<file path="src/hdl/dbopw_pkg.sv">
// Shared constants and types for the dual-bridge off-time PWM controller
package dbopw_pkg;

  // ----------------------------------------------------------------
  // Register map
  // ----------------------------------------------------------------
  localparam logic [7:0] ADDR_DATA = 8'h00;
  localparam logic [7:0] ADDR_CTRL = 8'h04;
  localparam logic [7:0] ADDR_STATUS = 8'h08;
  localparam logic [7:0] ADDR_LEVEL = 8'h0C;
  localparam logic [18:1] DATA_RST = 18'h00000;
  localparam logic [18:1] CTRL_RST = 18'h00000;

  // ----------------------------------------------------------------
  // Data word fields (bit n holds Dn)
  // ----------------------------------------------------------------
  localparam int DAC_LSB_B1 = 1;
  localparam int BRIDGE_STRIDE = 8;
  localparam int DAC_W = 6;
  localparam int PHASE_OFS = 6;
  localparam int MODE_OFS = 7;
  localparam int RANGE_LSB = 17;

  // ----------------------------------------------------------------
  // Control word fields
  // ----------------------------------------------------------------
  localparam int BLANK_LSB = 1;
  localparam int OFF_LSB = 3;
  localparam int OFF_W = 5;
  localparam int FD_LSB = 8;
  localparam int FD_W = 4;

  // ----------------------------------------------------------------
  // Timing tables in master clock periods, and the range gain table
  // ----------------------------------------------------------------
  localparam logic [3:0] BLANK_CYC [4] = '{4'h4, 4'h6, 4'h8, 4'hC};
  localparam logic [5:0] OFF_EXTRA = 6'h01;
  localparam logic [4:0] GAIN_TAB [4] = '{5'h08, 5'h0C, 5'h10, 5'h14};

  // ----------------------------------------------------------------
  // Types
  // ----------------------------------------------------------------
  typedef enum logic [2:0] {B_IDLE, B_TURNON, B_BLANK, B_ON, B_DECAY} dbopw_bstate_t;

  typedef struct packed {
    logic hi;
    logic lo;
  } dbopw_leg_t;

  typedef struct packed {
    dbopw_bstate_t state;
    logic phase;
    logic [5:0] el;
  } dbopw_bridge_t;

  typedef struct packed {
    logic gh;
    logic gl;
    logic [2:0] dh;
    logic [2:0] dl;
  } dbopw_dt_t;

  typedef struct packed {
    logic [6:0] level;
    logic [4:0] gain;
  } dbopw_trip_t;

endpackage

</file>
<file path="src/hdl/dbopw_leg_dt.sv">
// One bridge leg: gate pair with dead time before any complementary turn-on
`timescale 1ns/1ps
`default_nettype none
module dbopw_leg_dt (
  // Clock and reset
  input wire logic pclk,
  input wire logic presetn,
  // Requested and actual gate state
  input wire dbopw_pkg::dbopw_leg_t want,
  input wire logic [2:0] dead_cyc,
  output dbopw_pkg::dbopw_leg_t drive
);
  import dbopw_pkg::*;

  dbopw_dt_t s_q;
  dbopw_dt_t s_d;

  // ----------------------------------------------------------------
  // Dead-time counters and gate decisions
  // ----------------------------------------------------------------
  // Turn-off is immediate; turn-on waits for the partner's dead count
  always_comb begin
    s_d = s_q;
    s_d.dh = s_q.gl ? dead_cyc : ((s_q.dh != 3'h0) ? 3'(s_q.dh - 3'h1) : 3'h0);
    s_d.dl = s_q.gh ? dead_cyc : ((s_q.dl != 3'h0) ? 3'(s_q.dl - 3'h1) : 3'h0);
    s_d.gh = want.hi & ~want.lo & ~s_q.gl & (s_q.dh == 3'h0);
    s_d.gl = want.lo & ~want.hi & ~s_q.gh & (s_q.dl == 3'h0);
  end

  // State register
  always_ff @(posedge pclk or negedge presetn) begin
    if (!presetn) begin
      s_q <= '0;
    end else begin
      s_q <= s_d;
    end
  end

  // Registered gate drive
  assign drive = {s_q.gh, s_q.gl};

endmodule
`default_nettype wire

</file>
<file path="src/hdl/dbopw_trip_level.sv">
// Per-bridge current trip reference: DAC step and range gain
`timescale 1ns/1ps
`default_nettype none
module dbopw_trip_level (
  // Clock and reset
  input wire logic pclk,
  input wire logic presetn,
  // Programmed fields
  input wire logic [5:0] dac_code,
  input wire logic [1:0] range_sel,
  // Reference for the external comparator
  output dbopw_pkg::dbopw_trip_t trip
);
  import dbopw_pkg::*;

  dbopw_trip_t s_q;
  dbopw_trip_t s_d;

  // ----------------------------------------------------------------
  // Level in steps of Vref/64 and gain from the range table
  // ----------------------------------------------------------------
  always_comb begin
    s_d = s_q;
    s_d.level = (dac_code == 6'h00) ? 7'h00 : 7'({1'b0, dac_code} + 7'h01);
    s_d.gain = GAIN_TAB[range_sel];
  end

  // State register
  always_ff @(posedge pclk or negedge presetn) begin
    if (!presetn) begin
      s_q <= '0;
    end else begin
      s_q <= s_d;
    end
  end

  assign trip = s_q;

endmodule
`default_nettype wire

</file>
<file path="src/hdl/dbopw_top.sv">
// Dual-bridge fixed off-time PWM current controller with APB registers
//
// Added by the designer: the APB register port and the register offsets.
`timescale 1ns/1ps
`default_nettype none
module dbopw_top (
  // Clock and reset
  input wire logic pclk,
  input wire logic presetn,
  // APB slave
  input wire logic psel,
  input wire logic penable,
  input wire logic pwrite,
  input wire logic [7:0] paddr,
  input wire logic [31:0] pwdata,
  output logic [31:0] prdata,
  output logic pready,
  output logic pslverr,
  // Gate disable and current-sense comparators
  input wire logic disable_in,
  input wire logic [1:0] cmp_trip,
  // Gate drives, index 2*bridge+leg, leg A=0 and B=1
  output logic [3:0] high_side_gate_out,
  output logic [3:0] low_side_gate_out,
  // Comparator reference per bridge
  output dbopw_pkg::dbopw_trip_t [1:0] trip_ref
);
  import dbopw_pkg::*;

  typedef struct packed {
    logic [18:1] data;
    logic [18:1] ctrl;
    logic [31:0] prdata;
    dbopw_bridge_t [1:0] br;
    logic [3:0] gh;
    logic [3:0] gl;
  } dbopw_top_t;

  dbopw_top_t s_q;
  dbopw_top_t s_d;

  logic [1:0][5:0] code_w;
  logic [1:0] ph_w;
  logic [1:0] mode_w;
  logic [3:0] blank_w;
  logic [2:0] dead_w;
  logic [5:0] off_w;
  logic [3:0] fd_w;
  dbopw_leg_t [3:0] want;
  dbopw_leg_t leg_drv [4];
  dbopw_trip_t trip_w [2];
  logic [31:0] status_w;
  logic [31:0] level_w;
  logic addr_ok;

  // ----------------------------------------------------------------
  // Field decode from the data and control words
  // ----------------------------------------------------------------
  genvar g;
  generate
    for (g = 0; g < 2; g++) begin : g_fields
      // Per-bridge fields sit one stride apart
      assign code_w[g] = s_q.data[DAC_LSB_B1 + g * BRIDGE_STRIDE +: DAC_W];
      assign ph_w[g] = s_q.data[DAC_LSB_B1 + g * BRIDGE_STRIDE + PHASE_OFS];
      assign mode_w[g] = s_q.data[DAC_LSB_B1 + g * BRIDGE_STRIDE + MODE_OFS];
    end
  endgenerate

  // Shared timing settings, counted in clock periods
  assign blank_w = BLANK_CYC[s_q.ctrl[BLANK_LSB +: 2]];
  assign dead_w = blank_w[3:1];
  assign off_w = 6'({1'b0, s_q.ctrl[OFF_LSB +: OFF_W]} + OFF_EXTRA);
  assign fd_w = s_q.ctrl[FD_LSB +: FD_W];

  // ----------------------------------------------------------------
  // APB decode and readback
  // ----------------------------------------------------------------
  assign addr_ok = (paddr == ADDR_DATA) || (paddr == ADDR_CTRL) ||
                   (paddr == ADDR_STATUS) || (paddr == ADDR_LEVEL);
  assign status_w = {16'h0000, s_q.gl, s_q.gh, 1'b0, s_q.br[1].state,
                     1'b0, s_q.br[0].state};
  assign level_w = {8'h00, trip_ref[1], trip_ref[0]};
  assign pready = 1'b1;
  assign pslverr = psel & penable & ~addr_ok;
  assign prdata = s_q.prdata;

  // ----------------------------------------------------------------
  // Next state: registers, bridge sequencers, gate outputs
  // ----------------------------------------------------------------
  always_comb begin
    logic on_ph;
    logic decay;
    logic fast;
    logic src_on;
    logic snk_on;
    logic cur_src;
    s_d = s_q;
    on_ph = 1'b0;
    decay = 1'b0;
    fast = 1'b0;
    src_on = 1'b0;
    snk_on = 1'b0;
    cur_src = 1'b0;
    want = '0;
    // Read data captured in the setup phase for the access phase
    if (psel && !penable) begin
      case (paddr)
        ADDR_DATA: s_d.prdata = {13'h0000, s_q.data, 1'b0};
        ADDR_CTRL: s_d.prdata = {13'h0000, s_q.ctrl, 1'b0};
        ADDR_STATUS: s_d.prdata = status_w;
        ADDR_LEVEL: s_d.prdata = level_w;
        default: s_d.prdata = 32'h00000000;
      endcase
    end
    // Writes land at the access edge; disable has no say here
    if (psel && penable && pwrite) begin
      case (paddr)
        ADDR_DATA: s_d.data = pwdata[18:1];
        ADDR_CTRL: s_d.ctrl = pwdata[18:1];
        default: ;
      endcase
    end
    // Two sequencers, each reading its own fields and state plus the shared timing settings
    for (int i = 0; i < 2; i++) begin
      // Gate wishes from the present state and latched direction
      on_ph = (s_q.br[i].state == B_TURNON) || (s_q.br[i].state == B_BLANK) ||
              (s_q.br[i].state == B_ON);
      decay = (s_q.br[i].state == B_DECAY);
      fast = decay & ~mode_w[i] & (s_q.br[i].el < {2'b00, fd_w});
      src_on = on_ph;
      snk_on = on_ph | (decay & ~fast);
      // Direction one: A high, B low; zero: B high, A low
      want[2 * i].hi = src_on & s_q.br[i].phase;
      want[2 * i + 1].hi = src_on & ~s_q.br[i].phase;
      want[2 * i].lo = snk_on & ~s_q.br[i].phase;
      want[2 * i + 1].lo = snk_on & s_q.br[i].phase;
      cur_src = s_q.br[i].phase ? leg_drv[2 * i].hi : leg_drv[2 * i + 1].hi;
      // Sequencer step
      case (s_q.br[i].state)
        B_IDLE: begin
          if (code_w[i] != 6'h00) begin
            s_d.br[i].state = B_TURNON;
          end
        end
        B_TURNON: begin
          // Blank starts once the source gate is really on
          if (cur_src) begin
            s_d.br[i].state = B_BLANK;
            s_d.br[i].el = 6'h01;
          end
        end
        B_BLANK: begin
          // Comparator not looked at while blanking
          if (s_q.br[i].el >= {2'b00, blank_w}) begin
            s_d.br[i].state = B_ON;
          end else begin
            s_d.br[i].el = 6'(s_q.br[i].el + 6'h01);
          end
        end
        B_ON: begin
          if (cmp_trip[i]) begin
            s_d.br[i].state = B_DECAY;
            s_d.br[i].el = 6'h00;
          end
        end
        B_DECAY: begin
          // Off-time counted from the trip edge, then a new on-phase
          if (s_q.br[i].el >= 6'(off_w - 6'h01)) begin
            s_d.br[i].state = B_TURNON;
            s_d.br[i].el = 6'h00;
          end else begin
            s_d.br[i].el = 6'(s_q.br[i].el + 6'h01);
          end
        end
        default: begin
          s_d.br[i].state = B_IDLE;
          s_d.br[i].el = 6'h00;
        end
      endcase
      // Direction change restarts the on-phase and blank count
      if (ph_w[i] != s_q.br[i].phase) begin
        s_d.br[i].phase = ph_w[i];
        s_d.br[i].state = B_TURNON;
        s_d.br[i].el = 6'h00;
      end
      // Code zero holds the bridge idle with every driver off
      if (code_w[i] == 6'h00) begin
        s_d.br[i].state = B_IDLE;
        s_d.br[i].el = 6'h00;
      end
    end
    // Disable only masks the pins; one means FET on
    for (int k = 0; k < 4; k++) begin
      s_d.gh[k] = leg_drv[k].hi & ~disable_in;
      s_d.gl[k] = leg_drv[k].lo & ~disable_in;
    end
  end

  // State register
  always_ff @(posedge pclk or negedge presetn) begin
    if (!presetn) begin
      s_q <= '0;
      s_q.data <= DATA_RST;
      s_q.ctrl <= CTRL_RST;
    end else begin
      s_q <= s_d;
    end
  end

  assign high_side_gate_out = s_q.gh;
  assign low_side_gate_out = s_q.gl;

  // ----------------------------------------------------------------
  // Legs with dead time, and trip references
  // ----------------------------------------------------------------
  generate
    for (g = 0; g < 4; g++) begin : g_leg
      // One dead-time stage per leg
      dbopw_leg_dt u_leg (
        .pclk(pclk),
        .presetn(presetn),
        .want(want[g]),
        .dead_cyc(dead_w),
        .drive(leg_drv[g])
      );
    end
    for (g = 0; g < 2; g++) begin : g_trip
      // Reference per bridge from its own code; the range field is shared by both
      dbopw_trip_level u_trip (
        .pclk(pclk),
        .presetn(presetn),
        .dac_code(code_w[g]),
        .range_sel(s_q.data[RANGE_LSB +: 2]),
        .trip(trip_w[g])
      );
    end
  endgenerate

  // Both references leave through one packed port, driven once
  assign trip_ref = {trip_w[1], trip_w[0]};

  // ----------------------------------------------------------------
  // Checks
  // ----------------------------------------------------------------
  a_disable_gates_off: assert property (@(posedge pclk) disable iff (!presetn)
    disable_in |=> (high_side_gate_out == 4'h0) && (low_side_gate_out == 4'h0))
    else $error("gate on one cycle after disable");

  generate
    for (g = 0; g < 4; g++) begin : g_leg_chk
      a_leg_no_shoot: assert property (@(posedge pclk) disable iff (!presetn)
        !(high_side_gate_out[g] && low_side_gate_out[g]))
        else $error("both gates of a leg on");
      a_dead_min_gap: assert property (@(posedge pclk) disable iff (!presetn)
        $fell(low_side_gate_out[g]) |-> !high_side_gate_out[g] [*2])
        else $error("high gate on inside dead time");
    end
    for (g = 0; g < 2; g++) begin : g_br_chk
      a_code_zero_off: assert property (@(posedge pclk) disable iff (!presetn)
        (code_w[g] == 6'h00) [*4] |->
          (high_side_gate_out[2 * g +: 2] == 2'b00) && (low_side_gate_out[2 * g +: 2] == 2'b00))
        else $error("gate on with zero current code");
      a_blank_no_trip: assert property (@(posedge pclk) disable iff (!presetn)
        (s_q.br[g].state == B_BLANK) |=> (s_q.br[g].state != B_DECAY))
        else $error("trip taken during blank");
      a_trip_to_decay: assert property (@(posedge pclk) disable iff (!presetn)
        (s_q.br[g].state == B_ON) && cmp_trip[g] && (code_w[g] != 6'h00) &&
          (ph_w[g] == s_q.br[g].phase) |=> (s_q.br[g].state == B_DECAY))
        else $error("trip did not start decay");
      a_phase_restart: assert property (@(posedge pclk) disable iff (!presetn)
        (ph_w[g] != s_q.br[g].phase) && (code_w[g] != 6'h00) |=>
          (s_q.br[g].state == B_TURNON) && (s_q.br[g].el == 6'h00))
        else $error("direction change did not restart");
      a_decay_src_off: assert property (@(posedge pclk) disable iff (!presetn)
        (s_q.br[g].state == B_DECAY) [*3] |->
          !high_side_gate_out[2 * g + (s_q.br[g].phase ? 0 : 1)])
        else $error("source gate on during decay");
      a_off_time_end: assert property (@(posedge pclk) disable iff (!presetn)
        (s_q.br[g].state == B_DECAY) && (s_q.br[g].el == 6'(off_w - 6'h01)) &&
          (code_w[g] != 6'h00) && (ph_w[g] == s_q.br[g].phase) |=>
          (s_q.br[g].state == B_TURNON))
        else $error("off-time end missed");
    end
  endgenerate

endmodule
`default_nettype wire

</file>
<file path="config.mk">
export PLATFORM = sky130hd
export DESIGN_NAME = dbopw_top
export DESIGN_NICKNAME = d
export VERILOG_FILES = /design/src/hdl/dbopw_pkg.sv /design/src/hdl/dbopw_leg_dt.sv /design/src/hdl/dbopw_trip_level.sv /design/src/hdl/dbopw_top.sv
export SDC_FILE = /design/constraint.sdc
export NUM_CORES = 1
export LEC_CHECK = 0
export BUFFER_PORTS_ARGS = -buffer_cell sky130_fd_sc_hd__buf_2
export CORE_UTILIZATION = 57
export CTS_CLUSTER_SIZE = 28
export DETAILED_ROUTE_END_ITERATION = 12
export PLACE_DENSITY = 0.84
export SLEW_MARGIN = 20
export SYNTH_ARGS = -nofsm -noshare
export SYNTH_HDL_FRONTEND = slang
export SYNTH_SLANG_ARGS = --single-unit
</file>
<file path="constraint.sdc">
create_clock -name pclk -period 2.85 [get_ports pclk]
set_clock_uncertainty 0.15 [all_clocks]
set_input_delay 0.285 -clock pclk [delete_from_list [all_inputs] [get_ports pclk]]
set_output_delay 0.285 -clock pclk [all_outputs]
set_load 0.02 [all_outputs]
</file>
==> results.ini <==
[synth]
synth_top_family_by_area=simple AND/OR/NAND/NOR gates
synth_simple_gate_area_share_pct=13.3
synth-edff-count=0
ys_ff_latch=137
synth_xor_area_share_pct=1.67
synth_cell_type_count=60
syn_avg_cell_area_um2=10.8
yosys-mux-area-fraction_pct=11.4
synth-compound-area-share_pct=10.5
netlist_instances=680
syn-cell-area_um2=7340
yosysWarnings=0
ys_async_sr_fraction_pct=100
synth_ff_type=dfrtp_1
ys_seq_area_share_pct=46.7
yosys.area_share.adder_pct=7.50

[clocking]
clock_latency_ns=0.43
htree_levels=4
cts.sinks=137
post_cts_resized=0
cts_tree=built
clk_pin_slew_worst_paths_ns=0.06
cts_buffer_depth=2
cts_buffers=17
cts-root-buf=clkbuf_16

[setup_path]
r2r_setup_slack_ns=0.37
regToRegEndpoint=s_q[23]
cpPeakStageDelay_ns=0.46
cpMaxStageDelayCell=dfrtp_1
crit_path_max_fanout=7
worstPathRequired_ns=3.01
path_cells=ha_1, a211oi_1, nand3_1, a21oi_1, nand3b_1, o41ai_1
r2r_cells=6
critical_path_class=flop to flop
start_kind=flop
timing.rr.start=s_q[22]
cp-end-kind=flop
cp.arrival_ns=2.63

[sta]
slew-limit-headroom_pct=34.6
hold_viol_final=0
min_period_ns=2.48
finalCritPeriodShare_pct=86.9
rsz0062_at_grt=no
report.final.slew_viol_count=0
worstMarginPinSlew_ns=0.975
setup_tns_ns=0
finalSetupViolations=0
max_freq_mhz=404

[min_path]
hold_path_end=s_q[65]
holdPathStages=2
worstHoldPathType=input port to flop
min_from=pwdata[6]

[global_routing]
grt_pass1_wl_mm=28.9
grtUsageTotal_pct=29.1
grt_pass1_vias=5644
grt_max_degree=67
antenna_found_initial=1
overflow=0

[finish]
final_cell_mix=dfrtp_1, buf_2, nand2_1
final_nets=843
fill_cells=865
drive_gt1_share_pct=26.8
final_common_cell=dfrtp_1
area_growth_pct=15.7

[floorplanning]
row_count=41
die_area_um2=13300
die_w_um=115
start_util_pct=58.4
design.core.area_um2=12600
num_io_pins=114
die_h_um=115

[drt]
antenna_left=0
wirelength_mm=18.4
drc_errors=0
num_vias=5602
drt_iter0_drc=480
via_per_inst=5.97
wl_per_cell_um=19.6
drtPass1Iterations=5

[power]
ir_drop_mv=0.395
p_total_w=0.00493
powerDensity_nw_per_um2=581
leakagePower_nw=4.23

[placed_design]
io_buffers=86
dp_hpwl_mm=12.2
place_congestion=0.921

[job]
drv_cap=0

[run_status]
status=completed

## worst max-delay path, delay by kind of cell (launching register included)
kind | cells | cell delay, ns
AO/OA/AOI/OAI | 3 | 1.03
adder cells (fa/ha/maj) | 1 | 0.36
flip-flops | 1 | 0.46
AND/OR/NAND/NOR | 2 | 0.36
## synthesized netlist by cell type (7+ instances only)
master      n  area [µm²]
a22o_1     11        96.3
o21ai_0    27         135
mux4_2      8         180
inv_1      44         165
xnor2_1    10        87.6
ha_1       44         551
nor2_1     23        86.3
and2_1     10        62.6
buf_4      49         368
clkbuf_1   24        90.1
nor2b_1    13        81.3
mux2_2     38         428
mux2_4     10         150
dfrtp_1   137        3430
nand2b_1   12        75.1
nand2_1    54         203
nand3_1    18        90.1
mux2i_1     8        80.1
or2_2      10        62.6
o31ai_1     8        60.1
a31oi_1     9        56.3
nor4_1      9        56.3
a21oi_1    21         105
nor3_1      7        35.0
## timing repair
action / CTS / global route
endpoints found under the hold margin: 72 / 0
hold buffers: 18 / 0
setup buffers: 0 / 0
## routing by layer
metal  vias to the layer above  GRT usage [%]  wire, µm
met2                       277           47.8      8920
met3                        75           8.16      1410
met1                      2788           34.4      7250
met4                         0           16.6       808
li1                       2462              -         -
met5                         -              0         0
## where the power goes
part | internal [W] | total (W) | switching, W
logic | 0.000181 | 0.000450 | 0.000269
clock network | 0.00152 | 0.00239 | 0.000870
registers | 0.00202 | 0.00209 | 0.0000735
## worst max-delay path by stage
stage | from | depth (start not counted) | end
floorplan | s_q[61] | 9 | s_q[23]
global placement | s_q[22] | 6 | s_q[23]
detailed placement | s_q[22] | 6 | s_q[23]
CTS | s_q[22] | 6 | s_q[23]
global route | s_q[22] | 6 | s_q[23]
finish | s_q[22] | 6 | s_q[23]
## cell type report
class                   count  area [µm²]  share of cell area [%]
inverters                  44         165                    1.94
repair buffers            118         731                    8.60
clock inverters            12         186                    2.19
well taps                 172         215                    2.53
diodes                      2        5.00                  0.0589
multi-input cells         433        3310                    38.9
clock buffers              20         457                    5.38
flip-flops and latches    137        3430                    40.4
## flip-flops by register name, summed over array words and instances, names as in the netlist
signal              cells
mode_w                  2
s_q                    36
g_leg.u_leg.drive       8
g_leg.u_leg.s_q        24
g_trip.u_trip.trip     17
prdata                 24
code_w                 12
high_side_gate_out      4
fd_w                    4
low_side_gate_out       4
ph_w                    2
## per-stage QoR
stage,instances,instance area [µm²],hold WS [ns],worst slack [ns],utilization [%]
after CTS,936,8490,0.00178,0.359,67.5
after floorplan,691,7380,-0.161,0.420,-
final,938,8490,0.0149,0.374,67.6
after global placement,886,7670,0.139,0.513,61.0
after global routing,936,8490,0.00416,0.141,67.5
after detailed placement,886,7670,0.155,0.381,61.0
## kinds of logic (layout without fill, tap and decap cells)
family	after synthesis	in the layout
compound gates	115	115
xor+xnor	14	14
fa+ha+maj	44	44
buf+inv	121	194
flops	137	137
mux	64	64
other cells	2	15
simple gates	183	183
No activity file was read; power rests on OpenSTA's default activity.
